$ cat config.mk
export PLATFORM = sky130hd
export DESIGN_NAME = pll_switchover_and_reconfig
export DESIGN_NICKNAME = d
export VERILOG_FILES = /design/src/rtl/pll_ctl_pkg.sv /design/src/rtl/ref_edge_sense.sv /design/src/rtl/pll_switchover_and_reconfig.sv
export SDC_FILE = /design/constraint.sdc
export NUM_CORES = 2
export LEC_CHECK = 0
export BUFFER_PORTS_ARGS = -buffer_cell sky130_fd_sc_hd__buf_2
export CAP_MARGIN = 0
export CORE_ASPECT_RATIO = 0.5
export CORE_MARGIN = 2
export CORE_UTILIZATION = 51
export CTS_CLUSTER_DIAMETER = 150
export CTS_CLUSTER_SIZE = 30
export DETAILED_ROUTE_END_ITERATION = 7
export PLACE_DENSITY = 0.75
export SYNTH_ARGS = -nofsm -noshare
export SYNTH_HDL_FRONTEND = slang
export SYNTH_SLANG_ARGS = --single-unit
$ cat constraint.sdc
create_clock -name i_mclk -period 1.9 [get_ports i_mclk]
set_input_delay 0.38 -clock i_mclk [delete_from_list [all_inputs] [get_ports i_mclk]]
set_output_delay 0.38 -clock i_mclk [all_outputs]
set_load 0.02 [all_outputs]
$ cat src/rtl/pll_ctl_pkg.sv
/*
 * Shared constants for the reference switchover and scan-chain
 * reconfiguration controller.
 * Assumes a single 40 MHz system clock; all pins arrive asynchronously.
 */
package pll_ctl_pkg;
    localparam int  CLK_MHZ           = 40;
    localparam int  SWITCH_HOLD_CYC   = 3;   // rising edges of either reference the request must stay high for
    localparam int  LOSS_TIMEOUT_CYC  = 64;  // system cycles without a reference edge = lost
    localparam int  CHAIN_LEN_TEN     = 234; // ten-counter variant
    localparam int  CHAIN_LEN_SEVEN   = 180; // seven-counter variant
    localparam int  APPLY_CYC         = 4;   // unused; the copy-in phase lasts until every bit has seen its counter tick
    localparam int  CNT_W             = 8;
    localparam logic SEL_PRIMARY      = 1'b0;
    localparam logic SEL_BACKUP       = 1'b1;

    // switchover sequence states
    typedef enum logic [3:0] {
        SW_IDLE     = 4'b0001,
        SW_GATE_OLD = 4'b0010,
        SW_WAIT_NEW = 4'b0100,
        SW_HOLD     = 4'b1000
    } sw_state_t;
endpackage

$ cat src/rtl/ref_edge_sense.sv
/*
 * Reference clock sense: synchronises one reference input, reports rising
 * and falling edges, counts system cycles since the last edge and flags a stopped clock.
 * Assumes the reference is slower than half the system clock.
 */
`timescale 1ns/1ps
module ref_edge_sense #(
    parameter int TIMEOUT = pll_ctl_pkg::LOSS_TIMEOUT_CYC
) (
    input  wire logic i_mclk,
    input  wire logic i_rst,
    input  wire logic i_ref,
    output logic      o_rise,
    output logic      o_fall,
    output logic      o_lost
);
    logic       meta;
    logic       sync;
    logic       prev;
    logic [7:0] idle_cnt;
    logic [7:0] next_idle_cnt;
    logic       next_lost;
    logic       lost;

    // edge detect on the second stage only
    assign o_rise = sync & ~prev;
    assign o_fall = ~sync & prev;
    assign o_lost = lost;

    // inactivity counter: any edge restarts it
    always_comb begin
        next_idle_cnt = idle_cnt;
        next_lost     = lost;
        if (o_rise || o_fall) begin
            next_idle_cnt = 8'h00;
            next_lost     = 1'b0;
        end else if (idle_cnt == 8'(TIMEOUT)) begin
            next_lost = 1'b1;
        end else begin
            next_idle_cnt = idle_cnt + 8'h01;
        end
    end

    always_ff @(posedge i_mclk) begin
        if (i_rst) begin
            meta     <= 1'b0;
            sync     <= 1'b0;
            prev     <= 1'b0;
            idle_cnt <= 8'h00;
            lost     <= 1'b0;
        end else begin
            meta     <= i_ref;
            sync     <= meta;
            prev     <= sync;
            idle_cnt <= next_idle_cnt;
            lost     <= next_lost;
        end
    end
endmodule // ref_edge_sense

$ cat src/rtl/pll_switchover_and_reconfig.sv
/*
 * Reference switchover sequencer and reconfiguration scan chain.
 * Assumes all pins are asynchronous to i_mclk; the shift clock is sampled
 * and its rising edges found, so it must run below half of 40 MHz.
 */
`timescale 1ns/1ps
module pll_switchover_and_reconfig #(
    parameter int CHAIN_LEN = pll_ctl_pkg::CHAIN_LEN_TEN,
    parameter int HOLD_CYC  = pll_ctl_pkg::SWITCH_HOLD_CYC
) (
    input  wire logic                 i_mclk,
    input  wire logic                 i_rst,
    input  wire logic                 i_ref_clock_primary,
    input  wire logic                 i_ref_clock_backup,
    input  wire logic                 i_switch_req,
    input  wire logic                 i_auto_mode,
    input  wire logic                 i_scan_clk,
    input  wire logic                 i_scan_data,
    input  wire logic                 i_scan_ena,
    input  wire logic                 i_apply,
    input  wire logic [CHAIN_LEN-1:0] i_counter_clk_tick,
    output logic                      o_ref_mux_sel,
    output logic                      o_ref_gate_ena,
    output logic                      o_active_ref,
    output logic [1:0]                o_clk_lost,
    output logic                      o_scan_data_out,
    output logic                      o_reconfig_busy,
    output logic [CHAIN_LEN-1:0]      o_config
);
    // reference sense, one per input
    logic [1:0] ref_rise;
    logic [1:0] ref_fall;
    logic [1:0] ref_lost;

    ref_edge_sense u_sense_pri (
        .i_mclk (i_mclk),
        .i_rst  (i_rst),
        .i_ref  (i_ref_clock_primary),
        .o_rise (ref_rise[0]),
        .o_fall (ref_fall[0]),
        .o_lost (ref_lost[0])
    );

    ref_edge_sense u_sense_bak (
        .i_mclk (i_mclk),
        .i_rst  (i_rst),
        .i_ref  (i_ref_clock_backup),
        .o_rise (ref_rise[1]),
        .o_fall (ref_fall[1]),
        .o_lost (ref_lost[1])
    );

    // two-flop synchronisers for the control pins
    logic [5:0] pin_meta;
    logic [5:0] pin_sync;
    logic       auto_s;
    logic       req_s;
    logic       scan_clk_s;
    logic       scan_data_s;
    logic       scan_ena_s;
    logic       apply_s;

    always_ff @(posedge i_mclk) begin
        if (i_rst) begin
            pin_meta <= 6'h00;
            pin_sync <= 6'h00;
        end else begin
            pin_meta <= {i_auto_mode, i_apply, i_scan_ena, i_scan_data, i_scan_clk, i_switch_req};
            pin_sync <= pin_meta;
        end
    end

    // synchronised views of the control pins
    assign auto_s      = pin_sync[5];
    assign req_s       = pin_sync[0];
    assign scan_clk_s  = pin_sync[1];
    assign scan_data_s = pin_sync[2];
    assign scan_ena_s  = pin_sync[3];
    assign apply_s     = pin_sync[4];

    // switchover sequencer
    pll_ctl_pkg::sw_state_t state;
    pll_ctl_pkg::sw_state_t next_state;
    logic       req_prev;
    logic       next_req_prev;
    logic [1:0] hold_cnt;
    logic [1:0] next_hold_cnt;
    logic       sel;
    logic       next_sel;
    logic       gate;
    logic       next_gate;
    logic       target;
    logic       next_target;
    logic       req_rise;
    logic       cur_lost;

    assign req_rise = req_s & ~req_prev;
    assign cur_lost = ref_lost[sel];

    always_comb begin
        next_state    = state;
        next_req_prev = req_s;
        next_hold_cnt = hold_cnt;
        next_sel      = sel;
        next_gate     = gate;
        next_target   = target;
        case (state)
            pll_ctl_pkg::SW_IDLE: begin
                if (req_rise) begin
                    next_state    = pll_ctl_pkg::SW_HOLD;
                    next_hold_cnt = 2'h0;
                    next_target   = ~sel;
                end else if (auto_s && !req_s && cur_lost && !ref_lost[~sel]) begin
                    next_state  = pll_ctl_pkg::SW_GATE_OLD; // automatic switch on loss
                    next_target = ~sel;
                end
            end
            pll_ctl_pkg::SW_HOLD: begin
                // count rising edges of either reference while held high
                if (!req_s) begin
                    next_state = pll_ctl_pkg::SW_IDLE;
                end else if (ref_rise[0] || ref_rise[1]) begin
                    if (hold_cnt == 2'(HOLD_CYC - 1)) begin
                        next_state = pll_ctl_pkg::SW_GATE_OLD;
                    end else begin
                        next_hold_cnt = hold_cnt + 2'h1;
                    end
                end
            end
            pll_ctl_pkg::SW_GATE_OLD: begin
                // stop the counters' reference on the old input's falling edge
                if (ref_fall[sel] || ref_lost[sel]) begin
                    next_gate  = 1'b0;
                    next_state = pll_ctl_pkg::SW_WAIT_NEW;
                end
            end
            pll_ctl_pkg::SW_WAIT_NEW: begin
                // wait for the target to toggle, then move the mux on its fall
                if (ref_fall[target] && !ref_lost[target]) begin
                    next_sel   = target;
                    next_gate  = 1'b1;
                    next_state = pll_ctl_pkg::SW_IDLE;
                end
            end
            default: begin
                next_state = pll_ctl_pkg::SW_IDLE;
            end
        endcase
    end

    // register the switchover state
    always_ff @(posedge i_mclk) begin
        if (i_rst) begin
            state    <= pll_ctl_pkg::SW_IDLE;
            req_prev <= 1'b0;
            hold_cnt <= 2'h0;
            sel      <= pll_ctl_pkg::SEL_PRIMARY;
            gate     <= 1'b1;
            target   <= pll_ctl_pkg::SEL_PRIMARY;
        end else begin
            state    <= next_state;
            req_prev <= next_req_prev;
            hold_cnt <= next_hold_cnt;
            sel      <= next_sel;
            gate     <= next_gate;
            target   <= next_target;
        end
    end

    // status: loss flags only in automatic mode; manual switches keep them low
    always_ff @(posedge i_mclk) begin
        if (i_rst) begin
            o_clk_lost <= 2'b00;
        end else if (auto_s) begin
            o_clk_lost <= ref_lost;
        end else begin
            o_clk_lost <= 2'b00;
        end
    end

    // selection outputs
    assign o_ref_mux_sel  = sel;
    assign o_ref_gate_ena = gate;
    assign o_active_ref   = sel;

    // scan chain and apply sequencer
    logic [CHAIN_LEN-1:0] chain;
    logic [CHAIN_LEN-1:0] next_chain;
    logic [CHAIN_LEN-1:0] pending;
    logic [CHAIN_LEN-1:0] next_pending;
    logic [CHAIN_LEN-1:0] upd_left;
    logic [CHAIN_LEN-1:0] next_upd_left;
    logic                 sclk_prev;
    logic                 sclk_rise;
    logic                 ena_q;
    logic                 next_ena_q;
    logic                 apply_prev;
    logic                 next_apply_prev;
    logic                 busy;
    logic                 next_busy;

    assign sclk_rise = scan_clk_s & ~sclk_prev;

    // shift on each shift-clock rise; enable is registered on a rise so the
    // first bit enters on the second rise after enable goes high
    always_comb begin
        next_chain    = chain;
        next_ena_q    = ena_q;
        next_pending  = pending;
        next_upd_left = upd_left;
        next_busy     = busy;
        next_apply_prev = busy ? 1'b1 : apply_s;
        if (sclk_rise) begin
            next_ena_q = scan_ena_s;
            if (ena_q && scan_ena_s) begin
                next_chain = {scan_data_s, chain[CHAIN_LEN-1:1]};
            end
        end
        // a dropped enable clears the lead-in, so a stopped clock cannot skip it
        if (!scan_ena_s) begin
            next_ena_q = 1'b0;
        end
        if (!busy && apply_s && !apply_prev && !scan_ena_s) begin
            next_pending  = chain;
            next_upd_left = {CHAIN_LEN{1'b1}};
            next_busy     = 1'b1;
        end else if (busy) begin
            // each counter bit lands on its own counter clock tick
            next_upd_left = upd_left & ~i_counter_clk_tick;
            if (upd_left == '0) begin
                next_busy = 1'b0;
            end
        end
    end

    // per-bit configuration update on the owning counter's tick
    genvar gi;
    generate
        for (gi = 0; gi < CHAIN_LEN; gi++) begin : g_cfg
            always_ff @(posedge i_mclk) begin
                if (i_rst) begin
                    o_config[gi] <= 1'b0;
                end else if (busy && upd_left[gi] && i_counter_clk_tick[gi]) begin
                    o_config[gi] <= pending[gi];
                end
            end
        end
    endgenerate

    // register the chain and apply state
    always_ff @(posedge i_mclk) begin
        if (i_rst) begin
            chain      <= '0;
            pending    <= '0;
            upd_left   <= '0;
            sclk_prev  <= 1'b0;
            ena_q      <= 1'b0;
            apply_prev <= 1'b0;
            busy       <= 1'b0;
        end else begin
            chain      <= next_chain;
            pending    <= next_pending;
            upd_left   <= next_upd_left;
            sclk_prev  <= scan_clk_s;
            ena_q      <= next_ena_q;
            apply_prev <= next_apply_prev;
            busy       <= next_busy;
        end
    end

    // serial tap and busy status
    assign o_scan_data_out = chain[0];
    assign o_reconfig_busy = busy;
endmodule // pll_switchover_and_reconfig

==> metrics.log <==
INFO  metric post_synth_main_area_contributors = dfxtp_1 (56%), nand2_1 (12%), a21oi_1 (10%), mux2i_1 (6.6%), nor2_1 (5.3%)
INFO  metric worst_ir_drop_vdd = 0.5580 mV
INFO  metric cp_cell_sequence = nor4_2 > nand4_1 > nor4_2 > buf_4 > and4_1 > o22ai_1
INFO  metric detail_route.wl_per_cell = 16.12 µm
INFO  metric grt_pass1_wl = 140,700 µm
INFO  metric drive_above_1_share = 14.34%
INFO  metric fin_crit = 1.973 ns
INFO  metric cts_root_buf = clkbuf_16
INFO  metric cp_max_fo = 3
INFO  metric number_of_storage_elements_in_the_synthesis_netlist = 988
INFO  metric clock-sinks = 988
INFO  metric max-clock-path-buffers = 3
INFO  metric worstPathRequired = 2.38 ns
INFO  metric ioPinCount = 485
INFO  metric htree_levels = 2
INFO  metric placeableCoreArea = 69,000 µm²
INFO  metric synthToLayoutAreaGrowth = 14.97%
INFO  metric slew_viol_final = 0
INFO  metric synth.lib_cells_used.distinct = 40
INFO  metric failed_checks = negative setup slack
INFO  metric synth_edf_count = 0
INFO  metric ys_seq_area_share = 55.62%
INFO  metric layout.cell_area.non_filler = 40,890 µm²
INFO  metric timing.critical_path.max_delay_family = simple AND/OR/NAND/NOR gates
INFO  metric combined_global_route_utilization_of_all_metal_layers = 24.08%
INFO  metric timing_hold_violations_final = 0
INFO  metric final_nets = 4,930
INFO  metric reg_clk_slew_reported_paths = 0.11 ns
INFO  metric worstSetupStartpointType = register
INFO  metric ys_warn_count = 0
INFO  metric end_kind = register
INFO  metric rsz_0062_raised_after_global_routing = true
INFO  metric detailedRoute.firstIterationViolations = 2,209
INFO  metric fin_worst_skew = 0.01856 ns
INFO  metric syn_area = 35,560 µm²
INFO  metric slowest_stage = nor4_2
INFO  metric io_buffers = 484
INFO  metric synthArstFlopShare = 0%
INFO  metric floorplan.die.width = 377.4 µm
INFO  metric placed_cell_area = 39,540 µm²
INFO  metric tritoncts = done
INFO  metric drt.antenna.violating_nets = 0
INFO  metric critical-path-top-cell-by-count = nor4_2
INFO  metric slowest_delay = 0.52 ns
INFO  metric avgViaCountPerCell = 5.308
INFO  metric post-route-worst-setup-slack = -0.07337 ns
INFO  metric start_util = 51.54%
INFO  metric fill_cells = 6,154
INFO  metric tightest_slew = 0.5910 ns
INFO  metric netlist_top_cells_count = nand2_1 (1,178), dfxtp_1 (988), a21oi_1 (711), nor2_1 (498), clkbuf_1 (273)
INFO  metric critical_path_class = register to register
INFO  metric dp_worst_setup_slack = -0.5029 ns
INFO  metric setup-violations-final = 1
INFO  metric overflow = 0
INFO  metric drc_errors = 0
INFO  metric die_height = 190.7 µm
INFO  metric first_global_vias = 27,120
INFO  metric relSlewSlack = 60.24%
INFO  metric drt_pass1_iterations = 6
INFO  metric peak_freq = 506.7 MHz
INFO  metric grt_max_degree = 107
INFO  metric cp_num_buf_inv = 1
INFO  metric clock_insertion_delay_worst_skew = 0.61 ns
INFO  metric synth_fp_nets = 4,581
INFO  metric critPathArrivalTime = 2.46 ns
INFO  metric maxCapViolCount = 0
INFO  metric synth.largest_area_cell = dfxtp_1
INFO  metric synth_ff_type = dfxtp_1
INFO  metric post-route-period-util = 103.9%
INFO  metric via_count = 29,990
INFO  metric power_dens_cells = 828.6 nW/µm²
INFO  metric synth.most_common_cell = nand2_1
INFO  metric num_rows = 68
INFO  metric drt-total-wl = 91,120 µm
INFO  metric worst_hold_class = input port to register
INFO  metric leakagePower = 16.56 nW
INFO  metric post-synth-top-area-fraction = 55.62%
INFO  metric post_synth.cell_area_avg = 8.217 µm²
INFO  metric cts_buf_count = 38
INFO  metric post-dp-hpwl = 63,440 µm
INFO  metric antenna_found_initial = 33
INFO  metric cells_after_synthesis = 4,328
INFO  metric routabilityCongestion = 0.8816
INFO  metric status = complete, but fails checks
INFO  metric design.die.area = 71,990 µm²
[path summary, 6_finish.rpt]
kind / startpoint / endpoint / slack [ns] / depth (start not counted)
worst max-delay path: upd_left[13] / o_reconfig_busy / -0.07 / 6
worst min-delay path: i_scan_data / pin_meta[2] / 0.03 / 2
worst max register to register: upd_left[13] / o_reconfig_busy / -0.07 / 6
worst min register to register: pin_meta[1] / pin_sync[1] / 0.44 / 1
[final cells by class]
cell class / count / area [µm²] / area share, %
Sequential cell: 988 / 19790 / 48.41
Multi-Input combinational cell: 3036 / 14790 / 36.18
Timing Repair Buffer: 600 / 3960 / 9.685
Tap cell: 945 / 1182 / 2.892
Clock buffer: 43 / 1044 / 2.552
Antenna cell: 26 / 65.06 / 0.1591
Inverter: 13 / 48.80 / 0.1193
[worst reg2reg max path: stages (launching register included)]
cell and delay [ns]:
dfxtp_1 0.35, nor4_2 0.52, nand4_1 0.24, nor4_2 0.35, buf_4 0.16, and4_1 0.18
o22ai_1 0.07
[sequential cells by signal (all words and copies together), names as in the netlist, 6 cells and up]
name / flops
chain: 234
o_config: 234
pending: 234
upd_left: 234
u_sense_bak.idle_cnt: 8
u_sense_pri.idle_cnt: 8
pin_meta: 6
pin_sync: 6
[power breakdown]
group | leakage (nW) | switching (mW) | total, mW | internal [mW]
Combinational | 8.06 | 1.46 | 2.40 | 0.935
Sequential | 7.99 | 0.290 | 21.3 | 21.0
Clock | 0.514 | 6.23 | 10.2 | 3.95
[layout by cell type (no fill, tap or decap), drive strengths merged, types with 4 or more instances in the layout]
cell,instances
mux2i,234
clkbuf,44
and3,6
nor2b,18
inv,13
a21oi,712
nor4,62
nand2b,5
nor4b,4
dfxtp,988
xor2,10
buf,594
diode,26
dlygate4sd3,5
nand2,1178
xnor2,4
nor2,498
nand3,247
nand4,16
nor3,4
ha,9
nor3b,5
[cells by family (layout without fill, tap and decap cells)]
group / after synthesis / count (layout) / share of synthesized area [%]
xor+xnor: 14 / 14 / 0.3448
mux: 234 / 234 / 6.586
compound gates: 724 / 724 / 10.29
fa+ha+maj: 9 / 9 / 0.3167
flops: 988 / 988 / 55.62
simple gates: 2055 / 2055 / 23.60
other cells: 0 / 26 / 0
buf+inv: 304 / 656 / 3.237
[layer usage]
metal / up-vias / wire length [µm] / GRT usage, %
met2: 675 / 45270 / 41.98
met5: - / 27 / 0
li1: 14960 / - / -
met3: 175 / 3817 / 3.265
met1: 14180 / 38480 / 29.96
met4: 4 / 3528 / 10.43
[per-stage QoR]
stage / TNS, ns / power (mW) / hold WS (ns) / cells / util, %
global placement: -0.5197 / 24.01 / 0.4178 / 5575 / 57.30
global route: -0.1026 / 35.09 / 0.03079 / 5649 / 59.25
detailed placement: -0.5042 / 24.08 / 0.4218 / 5575 / 57.30
floorplan: -0.6946 / 22.90 / 0.4138 / 4328 / -
finish: -0.07337 / 33.88 / 0.03154 / 5651 / 59.26
CTS: -0.04788 / 34.09 / 0.001011 / 5623 / 59.05
[repair_timing]
| action | 4_1_cts | 5_1_grt |
|---|---|---|
| cloned | 0 | 1 |
| hold buffers | 5 | 0 |
| pin swaps | 3 | 2 |
| endpoints found under the setup margin | 4 | 8 |
| gates resized for setup | 21 | 12 |
| hold endpoints to repair | 5 | 0 |
| buffers inserted | 0 | 1 |
Power figures use the tool's default switching activity.
